### src/core/peak_detect_deglitch_defs.vh
// Purpose: register map, field positions and reset values of the
//          extreme-record and comparator-filter block
// Assumes: 8-bit register space, 10-bit samples
// Notes:   definitions only, no logic
`ifndef PEAK_DETECT_DEGLITCH_DEFS_VH
`define PEAK_DETECT_DEGLITCH_DEFS_VH

// ----------------------------------------------------------------
// extreme record offsets
// ----------------------------------------------------------------
`define OFS_CURR_MIN_HI 8'h08
`define OFS_CURR_MIN_LO 8'h09
`define OFS_CURR_MAX_HI 8'h0a
`define OFS_CURR_MAX_LO 8'h0b
`define OFS_VOLT_MIN_HI 8'h0c
`define OFS_VOLT_MIN_LO 8'h0d
`define OFS_VOLT_MAX_HI 8'h0e
`define OFS_VOLT_PEAK_LOW_BITS 8'h0f

// ----------------------------------------------------------------
// control register offsets
// ----------------------------------------------------------------
`define OFS_CURR_WARN_FILTER_ENABLE 8'h3c
`define OFS_UNDERVOLT_FILTER_ENABLE 8'h3d
`define OFS_OVERVOLT_FILTER_ENABLE 8'h3e
`define OFS_EXTREME_RECORD_CLEAR 8'h41
`define OFS_EXTREME_RECORD_FREEZE 8'h42

// ----------------------------------------------------------------
// field positions
// ----------------------------------------------------------------
`define BIT_CURRENT 0
`define BIT_VOLTAGE 1
`define BIT_LEVEL_A 0
`define BIT_LEVEL_B 1
`define BIT_CURR_WARN_FILTER 0

// comparator index on the raw and filtered vectors
`define CMP_CURR_WARN 0
`define CMP_UV_A 1
`define CMP_UV_B 2
`define CMP_OV_A 3
`define CMP_OV_B 4

// ----------------------------------------------------------------
// reset values and counts
// ----------------------------------------------------------------
`define RST_CONTROL 8'h00
`define RST_MIN_RECORD 10'h3ff
`define RST_MAX_RECORD 10'h000
`define READ_UNMAPPED 8'h00
`define FILTER_COUNT 2

`endif

### src/core/extreme_tracker.v
// Purpose: min and max record of one 10-bit sample stream
// Assumes: sample_valid_i is a one-cycle strobe per conversion
// Notes:   freeze outranks clear; both outrank sampling
`timescale 1ns/1ps
`include "peak_detect_deglitch_defs.vh"

module extreme_tracker #(
	parameter W = 10
) (
	input wire sys_clk_i,
	input wire rst_b_i,
	input wire sample_valid_i,
	input wire [W-1:0] sample_i,
	input wire clear_i,
	input wire freeze_i,
	output reg [W-1:0] min_rec_o,
	output reg [W-1:0] max_rec_o
);

	// ------------------------------------------------------------
	// record update
	// ------------------------------------------------------------
	// a clear under freeze is ignored so held records survive
	always @(posedge sys_clk_i) begin
		if (!rst_b_i) begin
			min_rec_o <= `RST_MIN_RECORD;
			max_rec_o <= `RST_MAX_RECORD;
		end else if (freeze_i) begin
			min_rec_o <= min_rec_o;
			max_rec_o <= max_rec_o;
		end else if (clear_i) begin
			min_rec_o <= `RST_MIN_RECORD;
			max_rec_o <= `RST_MAX_RECORD;
		end else if (sample_valid_i) begin
			if (sample_i > max_rec_o)
				max_rec_o <= sample_i;
			if (sample_i < min_rec_o)
				min_rec_o <= sample_i;
		end
	end

endmodule

### src/core/compare_filter.v
// Purpose: optional two-sample filter for one limit comparator
// Assumes: raw result is valid on the cycle of sample_valid_i
// Notes:   output is a level that changes only on sample strobes
`timescale 1ns/1ps
`include "peak_detect_deglitch_defs.vh"

module compare_filter #(
	parameter COUNT = `FILTER_COUNT
) (
	input wire sys_clk_i,
	input wire rst_b_i,
	input wire sample_valid_i,
	input wire raw_i,
	input wire enable_i,
	output reg filtered_o
);

	reg [3:0] run;
	wire [3:0] next_run;

	// consecutive positives, saturating at the filter count
	assign next_run = !raw_i ? 4'h0 :
		(run >= COUNT[3:0]) ? COUNT[3:0] : run + 4'h1;

	// ------------------------------------------------------------
	// run counter and filtered flag
	// ------------------------------------------------------------
	// a negative compare restarts the run, so glitches never add up
	always @(posedge sys_clk_i) begin
		if (!rst_b_i) begin
			run <= 4'h0;
			filtered_o <= 1'b0;
		end else if (sample_valid_i) begin
			run <= next_run;
			if (enable_i)
				filtered_o <= (next_run >= COUNT[3:0]);
			else
				filtered_o <= raw_i;
		end
	end

endmodule

### src/core/peak_detect_deglitch.v
// Purpose: extreme records of voltage and current, with clear and
//          freeze controls, and filter enables for five comparators
// Assumes: register port sits behind the serial slave interface;
//          samples and raw compares are synchronous to sys_clk_i
// Notes:   read data is registered, one cycle after the read strobe;
//          a record's two bytes are not captured together: freeze first
//
// Contract
// - clear bit one clears that signal's records
// - clear loads minimum all ones, maximum zero
// - clear held at one keeps records reset
// - freeze bit stops tracking; zero resumes it
// - clear ignored while records frozen
// - clear register: voltage bit 1, current 0
// - filter needs two consecutive positive compares
// - enable one filters, zero passes single compares
// - current warning filter enable at bit 0
// - undervoltage filter enables at bits 1,0
// - overvoltage filter enables at bits 1,0
// - voltage maximum low bits readable, reset zero
// - larger sample raises max, smaller lowers min
// - records split into bits 9:2 and 1:0
`timescale 1ns/1ps
`include "peak_detect_deglitch_defs.vh"

module peak_detect_deglitch #(
	parameter SAMPLE_W = 10,
	parameter NUM_CMP = 5
) (
	input wire sys_clk_i,
	input wire rst_b_i,
	input wire [7:0] reg_addr_i,
	input wire reg_wr_i,
	input wire [7:0] reg_wdata_i,
	input wire reg_rd_i,
	output reg [7:0] reg_rdata_o,
	output reg reg_rvalid_o,
	input wire volt_valid_i,
	input wire [SAMPLE_W-1:0] volt_sample_i,
	input wire curr_valid_i,
	input wire [SAMPLE_W-1:0] curr_sample_i,
	input wire [NUM_CMP-1:0] compare_raw_i,
	output wire [NUM_CMP-1:0] compare_filtered_o
);

	// ------------------------------------------------------------
	// helpers
	// ------------------------------------------------------------

	// upper eight bits of a record, as a read byte
	function [7:0] hi_byte;
		input [SAMPLE_W-1:0] rec;
		begin
			hi_byte = rec[SAMPLE_W-1:SAMPLE_W-8];
		end
	endfunction

	// two low bits of a record in bits 1:0, rest zero
	function [7:0] lo_byte;
		input [SAMPLE_W-1:0] rec;
		begin
			lo_byte = {6'h00, rec[1:0]};
		end
	endfunction

	// true on a write to the given offset
	function wr_hit;
		input [7:0] addr;
		input wr;
		input [7:0] ofs;
		begin
			wr_hit = wr && (addr == ofs);
		end
	endfunction

	// two control bits in bits 1:0, reserved bits read zero
	function [7:0] bit_pair;
		input hi;
		input lo;
		begin
			bit_pair = {6'h00, hi, lo};
		end
	endfunction

	// ------------------------------------------------------------
	// write decode
	// ------------------------------------------------------------
	wire wr_curr_filter;
	wire wr_uv_filter;
	wire wr_ov_filter;
	wire wr_clear;
	wire wr_freeze;

	// record offsets never match, so writes to them are dropped
	assign wr_curr_filter = wr_hit(reg_addr_i, reg_wr_i, `OFS_CURR_WARN_FILTER_ENABLE);
	assign wr_uv_filter = wr_hit(reg_addr_i, reg_wr_i, `OFS_UNDERVOLT_FILTER_ENABLE);
	assign wr_ov_filter = wr_hit(reg_addr_i, reg_wr_i, `OFS_OVERVOLT_FILTER_ENABLE);
	assign wr_clear = wr_hit(reg_addr_i, reg_wr_i, `OFS_EXTREME_RECORD_CLEAR);
	assign wr_freeze = wr_hit(reg_addr_i, reg_wr_i, `OFS_EXTREME_RECORD_FREEZE);

	// ------------------------------------------------------------
	// control registers
	// ------------------------------------------------------------
	reg curr_warn_filter_enable;
	reg undervolt_level_a_filter;
	reg undervolt_level_b_filter;
	reg overvolt_level_a_filter;
	reg overvolt_level_b_filter;
	reg voltage_extreme_clear;
	reg current_extreme_clear;
	reg voltage_extreme_freeze;
	reg current_extreme_freeze;
	reg next_curr_warn_filter_enable;
	reg next_undervolt_level_a_filter;
	reg next_undervolt_level_b_filter;
	reg next_overvolt_level_a_filter;
	reg next_overvolt_level_b_filter;
	reg next_voltage_extreme_clear;
	reg next_current_extreme_clear;
	reg next_voltage_extreme_freeze;
	reg next_current_extreme_freeze;

	// unaddressed registers keep their value; unused bits are dropped
	always @* begin
		next_curr_warn_filter_enable = curr_warn_filter_enable;
		next_undervolt_level_a_filter = undervolt_level_a_filter;
		next_undervolt_level_b_filter = undervolt_level_b_filter;
		next_overvolt_level_a_filter = overvolt_level_a_filter;
		next_overvolt_level_b_filter = overvolt_level_b_filter;
		next_voltage_extreme_clear = voltage_extreme_clear;
		next_current_extreme_clear = current_extreme_clear;
		next_voltage_extreme_freeze = voltage_extreme_freeze;
		next_current_extreme_freeze = current_extreme_freeze;
		if (wr_curr_filter)
			next_curr_warn_filter_enable = reg_wdata_i[`BIT_CURR_WARN_FILTER];
		if (wr_uv_filter) begin
			next_undervolt_level_a_filter = reg_wdata_i[`BIT_LEVEL_A];
			next_undervolt_level_b_filter = reg_wdata_i[`BIT_LEVEL_B];
		end
		if (wr_ov_filter) begin
			next_overvolt_level_a_filter = reg_wdata_i[`BIT_LEVEL_A];
			next_overvolt_level_b_filter = reg_wdata_i[`BIT_LEVEL_B];
		end
		// clear bits stay set until software writes zero
		if (wr_clear) begin
			next_voltage_extreme_clear = reg_wdata_i[`BIT_VOLTAGE];
			next_current_extreme_clear = reg_wdata_i[`BIT_CURRENT];
		end
		if (wr_freeze) begin
			next_voltage_extreme_freeze = reg_wdata_i[`BIT_VOLTAGE];
			next_current_extreme_freeze = reg_wdata_i[`BIT_CURRENT];
		end
	end

	// writes land on the next edge, so a read in the same cycle sees the old value
	always @(posedge sys_clk_i) begin
		if (!rst_b_i) begin
			curr_warn_filter_enable <= 1'b0;
			undervolt_level_a_filter <= 1'b0;
			undervolt_level_b_filter <= 1'b0;
			overvolt_level_a_filter <= 1'b0;
			overvolt_level_b_filter <= 1'b0;
			voltage_extreme_clear <= 1'b0;
			current_extreme_clear <= 1'b0;
			voltage_extreme_freeze <= 1'b0;
			current_extreme_freeze <= 1'b0;
		end else begin
			curr_warn_filter_enable <= next_curr_warn_filter_enable;
			undervolt_level_a_filter <= next_undervolt_level_a_filter;
			undervolt_level_b_filter <= next_undervolt_level_b_filter;
			overvolt_level_a_filter <= next_overvolt_level_a_filter;
			overvolt_level_b_filter <= next_overvolt_level_b_filter;
			voltage_extreme_clear <= next_voltage_extreme_clear;
			current_extreme_clear <= next_current_extreme_clear;
			voltage_extreme_freeze <= next_voltage_extreme_freeze;
			current_extreme_freeze <= next_current_extreme_freeze;
		end
	end

	// ------------------------------------------------------------
	// extreme records
	// ------------------------------------------------------------
	wire [SAMPLE_W-1:0] volt_min;
	wire [SAMPLE_W-1:0] volt_max;
	wire [SAMPLE_W-1:0] curr_min;
	wire [SAMPLE_W-1:0] curr_max;

	// a clear left at one keeps the records at their reset values
	// one tracker per signal; freeze wins over a pending clear
	extreme_tracker #(
		.W(SAMPLE_W)
	) u_volt_track (
		.sys_clk_i(sys_clk_i),
		.rst_b_i(rst_b_i),
		.sample_valid_i(volt_valid_i),
		.sample_i(volt_sample_i),
		.clear_i(voltage_extreme_clear),
		.freeze_i(voltage_extreme_freeze),
		.min_rec_o(volt_min),
		.max_rec_o(volt_max)
	);

	// current records obey the same clear and freeze rules
	extreme_tracker #(
		.W(SAMPLE_W)
	) u_curr_track (
		.sys_clk_i(sys_clk_i),
		.rst_b_i(rst_b_i),
		.sample_valid_i(curr_valid_i),
		.sample_i(curr_sample_i),
		.clear_i(current_extreme_clear),
		.freeze_i(current_extreme_freeze),
		.min_rec_o(curr_min),
		.max_rec_o(curr_max)
	);

	// ------------------------------------------------------------
	// comparator filters
	// ------------------------------------------------------------
	wire [NUM_CMP-1:0] filter_enable;
	wire [NUM_CMP-1:0] filter_strobe;

	// enables gathered in comparator order
	assign filter_enable[`CMP_CURR_WARN] = curr_warn_filter_enable;
	assign filter_enable[`CMP_UV_A] = undervolt_level_a_filter;
	assign filter_enable[`CMP_UV_B] = undervolt_level_b_filter;
	assign filter_enable[`CMP_OV_A] = overvolt_level_a_filter;
	assign filter_enable[`CMP_OV_B] = overvolt_level_b_filter;

	// the current comparator counts current samples, the rest voltage
	assign filter_strobe[`CMP_CURR_WARN] = curr_valid_i;
	assign filter_strobe[`CMP_UV_A] = volt_valid_i;
	assign filter_strobe[`CMP_UV_B] = volt_valid_i;
	assign filter_strobe[`CMP_OV_A] = volt_valid_i;
	assign filter_strobe[`CMP_OV_B] = volt_valid_i;

	// one filter per comparator, each counting on its own strobe
	genvar gi;
	generate
		for (gi = 0; gi < NUM_CMP; gi = gi + 1) begin : g_filter
			compare_filter #(
				.COUNT(`FILTER_COUNT)
			) u_filter (
				.sys_clk_i(sys_clk_i),
				.rst_b_i(rst_b_i),
				.sample_valid_i(filter_strobe[gi]),
				.raw_i(compare_raw_i[gi]),
				.enable_i(filter_enable[gi]),
				.filtered_o(compare_filtered_o[gi])
			);
		end
	endgenerate

	// ------------------------------------------------------------
	// read path
	// ------------------------------------------------------------
	reg [7:0] next_rdata;

	// reserved bits and unmapped offsets read as zero
	always @* begin
		next_rdata = `READ_UNMAPPED;
		case (reg_addr_i)
			`OFS_CURR_MIN_HI: next_rdata = hi_byte(curr_min);
			`OFS_CURR_MIN_LO: next_rdata = lo_byte(curr_min);
			`OFS_CURR_MAX_HI: next_rdata = hi_byte(curr_max);
			`OFS_CURR_MAX_LO: next_rdata = lo_byte(curr_max);
			`OFS_VOLT_MIN_HI: next_rdata = hi_byte(volt_min);
			`OFS_VOLT_MIN_LO: next_rdata = lo_byte(volt_min);
			`OFS_VOLT_MAX_HI: next_rdata = hi_byte(volt_max);
			`OFS_VOLT_PEAK_LOW_BITS: next_rdata = lo_byte(volt_max);
			`OFS_CURR_WARN_FILTER_ENABLE:
				next_rdata = {7'h00, curr_warn_filter_enable};
			`OFS_UNDERVOLT_FILTER_ENABLE:
				next_rdata = bit_pair(undervolt_level_b_filter,
					undervolt_level_a_filter);
			`OFS_OVERVOLT_FILTER_ENABLE:
				next_rdata = bit_pair(overvolt_level_b_filter,
					overvolt_level_a_filter);
			`OFS_EXTREME_RECORD_CLEAR:
				next_rdata = bit_pair(voltage_extreme_clear,
					current_extreme_clear);
			`OFS_EXTREME_RECORD_FREEZE:
				next_rdata = bit_pair(voltage_extreme_freeze,
					current_extreme_freeze);
			default: next_rdata = `READ_UNMAPPED;
		endcase
	end

	// read data latched on the strobe, held until the next read
	always @(posedge sys_clk_i) begin
		if (!rst_b_i) begin
			reg_rdata_o <= `RST_CONTROL;
			reg_rvalid_o <= 1'b0;
		end else begin
			reg_rvalid_o <= reg_rd_i;
			if (reg_rd_i)
				reg_rdata_o <= next_rdata;
		end
	end

endmodule

### config.mk
export PLATFORM = sky130hd
export DESIGN_NAME = peak_detect_deglitch
export DESIGN_NICKNAME = d
export VERILOG_FILES = /design/src/core/extreme_tracker.v /design/src/core/compare_filter.v /design/src/core/peak_detect_deglitch.v
export VERILOG_INCLUDE_DIRS = /design/src /design/src/core
export SDC_FILE = /design/constraint.sdc
export NUM_CORES = 1
export LEC_CHECK = 0
export BUFFER_PORTS_ARGS = -buffer_cell sky130_fd_sc_hd__buf_2
export CORE_MARGIN = 8
export CORE_UTILIZATION = 50
export DETAILED_ROUTE_END_ITERATION = 8
export GPL_TIMING_DRIVEN = 0
export PLACE_DENSITY_LB_ADDON = 0.05
export SLEW_MARGIN = 10
export SYNTH_ARGS = -nofsm -noshare
export SYNTH_HDL_FRONTEND = slang
export SYNTH_SLANG_ARGS = --single-unit
### constraint.sdc
create_clock -name sys_clk_i -period 4.4 [get_ports sys_clk_i]
set_input_delay 0.88 -clock sys_clk_i [delete_from_list [all_inputs] [get_ports sys_clk_i]]
set_output_delay 0.88 -clock sys_clk_i [all_outputs]
set_load 0.01 [all_outputs]
==> metrics, run 1 <==
Mapped Nets 663; Syn Inst Count 568; CTS Root Cell clkbuf_8; Die H 116 um; drt first-iter violations 171; period utilisation layout 0.500; Fillers 941; largest area contributor in the netlist dfxtp_1; FF-to-FF setup slack 2.46 ns; Slowest cell on crit path o41a_1; Cell Area, Synth 5000 sq um; Max clock buf depth 2; Leak Pwr 2.67 nW; Final nets 726; pwr dens 297 nW/um^2; CP required 4.68 ns; CP endpoint kind flip-flop; Placer Congestion 0.860; placed insts 753; hpwl dp 9.12 mm; proportion of synthesized area in mux cells 0.149; RSZ-0062 raised after global routing false; max cap viols 0; Hold Path Class flip-flop to flip-flop; crit path max fanout 10; die area 13500 sq um; crit path cell chain buf_2 -> ha_1 -> nand2_1 -> o41a_1 -> o31ai_2 -> buf_6 -> mux2i_1; Worst R2R End u_volt_track.min_rec_o[4]; end of the critical path u_volt_track.min_rec_o[4]; synthesized area per cell 8.81 sq um; Via density 5.20; vias 3997; Synth Register Bits 83; Core Area 9730 sq um; Total GRT Usage 0.183; Slew headroom 0.412; Synth area leaders dfxtp_1 33%, ha_1 12%, mux2i_1 10%; post-synthesis sequential area ratio 0.332; Area growth syn-to-layout 12.1%; Clk pin slew, worst setup/hold paths 0.08 ns; TritonCTS clock tree built; post-CTS setup buffers 0; worst slack, placed 1.83 ns; CTS sink count 83; Final min period 2.20 ns; Synth cell types 42; Worst-Skew Late Latency 0.35 ns; post-synth top area share 0.332; Synth Warn # 0; global-route wire length before repair 19.4 mm; Critical Path Max Stage Delay 0.43 ns; setup_tns 0 ns; Routed wire per std cell 15.4 um; status completed; Adder-Cell Fraction of Synth Area 0.120; largest family of logic cells by synthesized area simple AND/OR/NAND/NOR gates; worst-margin pin slew 0.880 ns; post-route ant nets 0; Core Rows 36; xor-xnor portion of the synthesized cell area 0; Worst Setup Start Kind input pin; die width 116 um; GRT overflow 0; Critical R2R Launch u_volt_track.min_rec_o[4]; Arr. time, crit path 2.48 ns; Compound-Gate Fraction of Synth Area 0.106; Final Hold Vio Count 0; Finished Core Util 0.576; largest net degree at the start of global routing 13; Max VDD drop 152 uV; Setup Skew 0.00579 ns; Pins Over Slew Limit 0; Fmax 454 MHz; Post-CTS Hold Buffers 0; layout cells sized above 1 0.156; Starting Density 0.514; number of H-tree levels 3; first drt pass iteration count 4; DRC viols 0; post-synthesis simple-gate area fraction 0.211; I/O Buffers 52; fin cells 768; R2R cell count 7; final setup vio count 0; Inserted Diodes 0; IO Pins 61; slack of the critical path 2.20 ns; routed wire length 11.9 mm; Crit Path Class input pin to flip-flop; vias in the first global route 4039; Total Power 1.67 mW; antenna violations before repair 0; critical path startpoint volt_sample_i[7]; CTS resizes 0; CTS Buf Count 9
## routing by layer
layer	part of all wire	track usage	routed length, um	vias to the layer above
met2	0.44	0.290	5240	63
met1	0.51	0.247	6040	1867
met5	0	0	0	-
li1	-	-	-	2060
met4	0.0076	0.0458	90	0
met3	0.042	0.0412	501	7
## through the flow
stage	hold slack, ns	cell area (sq um)
final	0.441	5610
after global routing	0.465	5610
after CTS	0.445	5610
after detailed placement	0.434	5430
after global placement	0.427	5430
after floorplan	0.410	5000
## cell families (layout without fill, tap and decap cells)
kind of cell | count (synthesis) | in the layout
buffers and inverters | 91 | 158
DFF | 83 | 83
muxes | 62 | 62
adders and majority gates | 48 | 48
and+or+nand+nor | 205 | 205
AOI/OAI and AO/OA | 79 | 79
## layout by cell type, fill, tap and decap left out, types with 3 or more instances in the layout
master | synthesis | layout
and2_1 | 9 | 9
a31oi_1 | 5 | 5
clkinv_1 | 6 | 6
clkbuf_8 | 0 | 12
nor4_1 | 5 | 5
and2b_1 | 22 | 22
dfxtp_1 | 83 | 83
o311ai_1 | 7 | 7
nand4_1 | 15 | 15
a21boi_1 | 11 | 11
o21ai_1 | 9 | 9
nand2b_1 | 21 | 21
buf_1 | 3 | 3
nor2b_1 | 15 | 15
buf_4 | 9 | 9
ha_1 | 48 | 48
o21ai_0 | 11 | 11
buf_2 | 7 | 59
buf_6 | 3 | 3
mux4_2 | 10 | 10
a21oi_1 | 16 | 16
inv_1 | 55 | 55
clkbuf_1 | 8 | 9
a21boi_0 | 6 | 6
nand2_1 | 72 | 72
nor2_1 | 29 | 29
nand3_1 | 10 | 10
mux2i_1 | 52 | 52
## state kept, by name, summed over array words and instances, names as in the netlist
signal and count:
undervolt_level_a_filter 1, voltage_extreme_clear 1, g_filter.u_filter.run 20, u_volt_track.max_rec_o 10
reg_rdata_o 8, curr_warn_filter_enable 1, reg_rvalid_o 1, current_extreme_clear 1
undervolt_level_b_filter 1, overvolt_level_a_filter 1, u_curr_track.max_rec_o 10, overvolt_level_b_filter 1
g_filter.u_filter.filtered_o 5, u_volt_track.min_rec_o 10, current_extreme_freeze 1, voltage_extreme_freeze 1
u_curr_track.min_rec_o 10
## Yosys cell counts
master	n
and4b_1	1
clkbuf_1	8
mux4_2	10
nor3b_2	1
a31oi_1	5
a22oi_1	2
nand3_1	10
a22o_1	1
a221oi_2	1
nand2_1	72
and2_1	9
o211ai_1	1
nand4_1	15
or3_1	1
nand2b_1	21
a211oi_1	2
and2b_1	22
a21oi_1	16
o21ai_1	9
o41a_1	2
and4_1	1
inv_1	55
nor2b_1	15
clkinv_1	6
nand4b_1	1
buf_6	3
o22ai_1	1
buf_4	9
dfxtp_1	83
mux2i_1	52
a21o_1	2
nor2_1	29
o21ai_0	11
nor3_1	2
buf_2	7
nor4_1	5
o311ai_1	7
buf_1	3
o31ai_2	2
a21boi_1	11
ha_1	48
a21boi_0	6
## power by group
group / total (mW) / switching [mW] / internal, mW
sequential: 0.817 / 0.0282 / 0.789
combinational: 0.329 / 0.180 / 0.150
clock: 0.522 / 0.274 / 0.247
total: 1.67 / 0.482 / 1.19
## worst max-delay path: cells and delay by family
family | cells | cell delay (ns)
adders and majority gates | 1 | 0.30
buffers and inverters | 2 | 0.34
AOI/OAI and AO/OA | 2 | 0.64
and+or+nand+nor | 1 | 0.09
muxes | 1 | 0.22
## worst min-delay path by stage
| stage | depth (start not counted) | slack, ns | startpoint | end |
|---|---|---|---|---|
| after detailed placement | 2 | 0.43 | reg_rdata_o[2] | reg_rdata_o[2] |
| after global routing | 2 | 0.46 | reg_rdata_o[2] | reg_rdata_o[2] |
| after floorplan | 2 | 0.41 | g_filter[0].u_filter.run[3] | g_filter[0].u_filter.run[3] |
| final | 2 | 0.44 | reg_rdata_o[2] | reg_rdata_o[2] |
| after global placement | 2 | 0.43 | g_filter[0].u_filter.run[3] | g_filter[0].u_filter.run[3] |
| after CTS | 2 | 0.44 | reg_rdata_o[2] | reg_rdata_o[2] |
## final cells by class
type | count | area [sq um] | area share
Buffer | 30 | 178 | 0.0317
Clock buffer | 13 | 169 | 0.0301
Multi-Input combinational cell | 394 | 2930 | 0.523
Tap cell | 133 | 166 | 0.0297
Inverter | 61 | 229 | 0.0408
Timing Repair Buffer | 52 | 260 | 0.0464
Sequential cell | 83 | 1660 | 0.296
Clock inverter | 2 | 10.0 | 0.00178
Note: power is estimated with default switching activity, not from simulation.
==> inputs of run 2 (changes only) <==
ABC_AREA = 1   (was unset)
clock period = 1.9 ns   (was 4.4 ns; I/O delays follow)
==> run 2 against run 1 <==
Compared with the run above:
- utilization increased by 1.1 points
- design area increased by 6.7%
- critical path depth increased by 4
- highest routed layer unchanged
- final cell count increased by 26%
- synthesized cell count increased by 34%
- die area increased by 2.7%
==> metrics, run 2 <==
layout cells sized above 1 0.168 (+0.0118); Leak Pwr 3.00 nW (+12%); routed wire length 14.5 mm (+22%); Cell Area, Synth 5160 sq um (+3.2%); placed insts 947 (+26%); CTS Root Cell clkbuf_8; max reg flops 20 (unchanged); pwr dens 755 nW/um^2 (+150%); most numerous cell in the Yosys netlist nand2_1; Critical R2R Launch u_curr_track.max_rec_o[7]; vias in the first global route 4870 (+21%); Setup Skew 0.00631 ns (+0.000517 ns); hpwl dp 11.0 mm (+21%); DRC viols 0 (unchanged); Clk pin slew, worst setup/hold paths 0.08 ns (about the same); max cap viols 0 (unchanged); CTS Buf Count 9 (unchanged); Top reg by flops g_filter.u_filter.run; Inserted Diodes 0 (unchanged); Synth async-reset ratio 0 (unchanged); drt first-iter violations 412 (+140%); Max VDD drop 459 uV (+200%); Routed wire per std cell 15.0 um (-3.1%); die area 13800 sq um (+2.7%); largest net degree at the start of global routing 14 (+1); Synth cell types 31 (-26%); commonest non-fill, non-tap cells in the layout 170 x nand2_1, 95 x inv_1, 78 x nand3_1; global-route wire length before repair 23.3 mm (+20%); crit path max fanout 6 (-4); Core Rows 37 (+2.8%); die width 118 um (+1.3%); status completed; Worst Setup Start Kind flip-flop; Via density 5.36 (+2.9%); worst slack, placed -0.0936 ns (-1.92 ns); HP Start curr_valid_i; number of H-tree levels 3 (unchanged); Arr. time, crit path 2.12 ns (-0.36 ns); IO Pins 61 (unchanged); TritonCTS clock tree built; Area growth syn-to-layout 16.0%; Max clock buf depth 2 (unchanged); GRT overflow 0 (unchanged); Syn Inst Count 760 (+34%); Mapped Nets 855 (+29%); post-synth top area share 0.322 (-0.0101); critical path startpoint u_curr_track.max_rec_o[7]; Placer Congestion 0.866 (+0.77%); Pins Over Slew Limit 0 (unchanged); Worst-Skew Late Latency 0.36 ns (about the same); Critical Path Max Stage Delay 0.34 ns (-0.09 ns); fin cells 965 (+26%); post-synthesis sequential area ratio 0.322 (-0.0101); Hold Path Class input pin to flip-flop; EDFF count, synth 0 (unchanged); post-route ant nets 0 (unchanged); setup_tns 0 ns (unchanged); Total GRT Usage 0.205 (+0.0212); worst-margin pin slew 0.707 ns (-0.173 ns); Synth Warn # 0 (unchanged); slack of the critical path 0.0427 ns (-2.16 ns); final setup vio count 0 (unchanged); synthesized area per cell 6.79 sq um (-23%); Die H 118 um (+1.3%); I/O Buffers 51 (-1.9%); Core Area 10200 sq um (+4.7%); final hold slack 0.305 ns (-0.136 ns); period utilisation layout 0.978; Slowest cell on crit path dfxtp_2; antenna violations before repair 0 (unchanged); crit path cell chain inv_1 -> ha_1 -> nand2_1 -> a21oi_1 -> nor2_1 -> nand3_2 -> nand2_4 -> nand2_8 -> clkbuf_16 -> a21oi_1 -> nor2_1; Synth Register Bits 83 (unchanged); vias 5170 (+29%); CTS sink count 83 (unchanged); commonest non-fill, non-tap cell in the layout nand2_1; CP required 2.16 ns (-2.52 ns); Top FF cell, synth dfxtp_1; Synth area leaders dfxtp_1 32%, nand2_1 13%, ha_1 12%; largest area contributor in the netlist dfxtp_1; Crit Path Class flip-flop to flip-flop; Fmax 538 MHz; Synth top cells by count 173 x nand2_1, 95 x inv_1, 83 x dfxtp_1; CP endpoint kind flip-flop; Final nets 920 (+27%); first drt pass iteration count 5 (+1); Starting Density 0.507 (-0.00751); Slew headroom 0.529 (+0.117); Final Hold Vio Count 0 (unchanged); Final min period 1.86 ns
-- run 2: cell types whose count changed after synthesis, sizes merged, moves of 22 or more --
cell	before	now
a21oi	16	61
nand2	72	179
nor2	29	71
inv	55	95
and2b	22	0
mux2i	52	0
nand3	10	84
-- run 2: cell type report --
class                   count  area (sq um)
clock buffers              11           141
multi-input cells         547          3080
flip-flops and latches     83          1670
plain buffers              36           199
repair buffers             53           288
fillers                   979          4200
inverters                  95           357
clock inverters             4          75.1
well taps                 136           170
-- run 2: worst max-delay path: cells and delay by family, from the launching register on --
kind / cells / cell delay (ns)
adder cells (fa/ha/maj): 1 / 0.30
buffers and inverters: 2 / 0.24
flip-flops: 1 / 0.34
AND/OR/NAND/NOR: 6 / 0.70
AO/OA/AOI/OAI: 2 / 0.18
-- run 2: metrics by stage --
stage / util / instance area, sq um / power (mW)
after floorplan: - / 5160 / 2.71
after global placement: 0.548 / 5590 / 2.97
after detailed placement: 0.548 / 5590 / 3.02
after CTS: 0.570 / 5800 / 4.43
after global routing: 0.587 / 5980 / 4.78
final: 0.587 / 5980 / 4.52
-- run 2: final timing paths --
| kind | depth (start not counted) | slack [ns] | endpoint |
|---|---|---|---|
| max reg2reg | 11 | 0.04 | u_curr_track.max_rec_o[4] |
| min | 2 | 0.30 | g_filter[0].u_filter.run[3] |
| min reg2reg | 2 | 0.45 | g_filter[3].u_filter.run[3] |
| max | 11 | 0.04 | u_curr_track.max_rec_o[4] |
-- run 2: cells by family (layout without fill, tap and decap cells) --
| kind of cell | count (synthesis) | count (layout) | synth area share |
|---|---|---|---|
| adders and majority gates | 48 | 48 | 0.116 |
| and+or+nand+nor | 379 | 380 | 0.330 |
| DFF | 83 | 83 | 0.322 |
| AOI/OAI and AO/OA | 119 | 119 | 0.126 |
| buffers and inverters | 131 | 199 | 0.106 |
-- run 2: routing by layer --
layer	vias to the layer above	track usage	wire length [um]
li1	2631	-	-
met1	2379	0.259	6630
met2	150	0.347	6780
met3	10	0.0321	900
met4	0	0.0689	137
met5	-	0	0
-- run 2: report_power, final --
part | internal [mW] | switching (mW) | total, mW
Sequential | 1.88 | 0.0868 | 1.97
Combinational | 0.437 | 0.679 | 1.12
Clock | 0.770 | 0.667 | 1.44
-- run 2: timing repair --
| action | CTS | global route |
|---|---|---|
| gates resized for setup | 0 | 32 |
| buffers inserted | 0 | 1 |
| endpoints found under the setup margin | 0 | 39 |
| hold buffers | 0 | 0 |
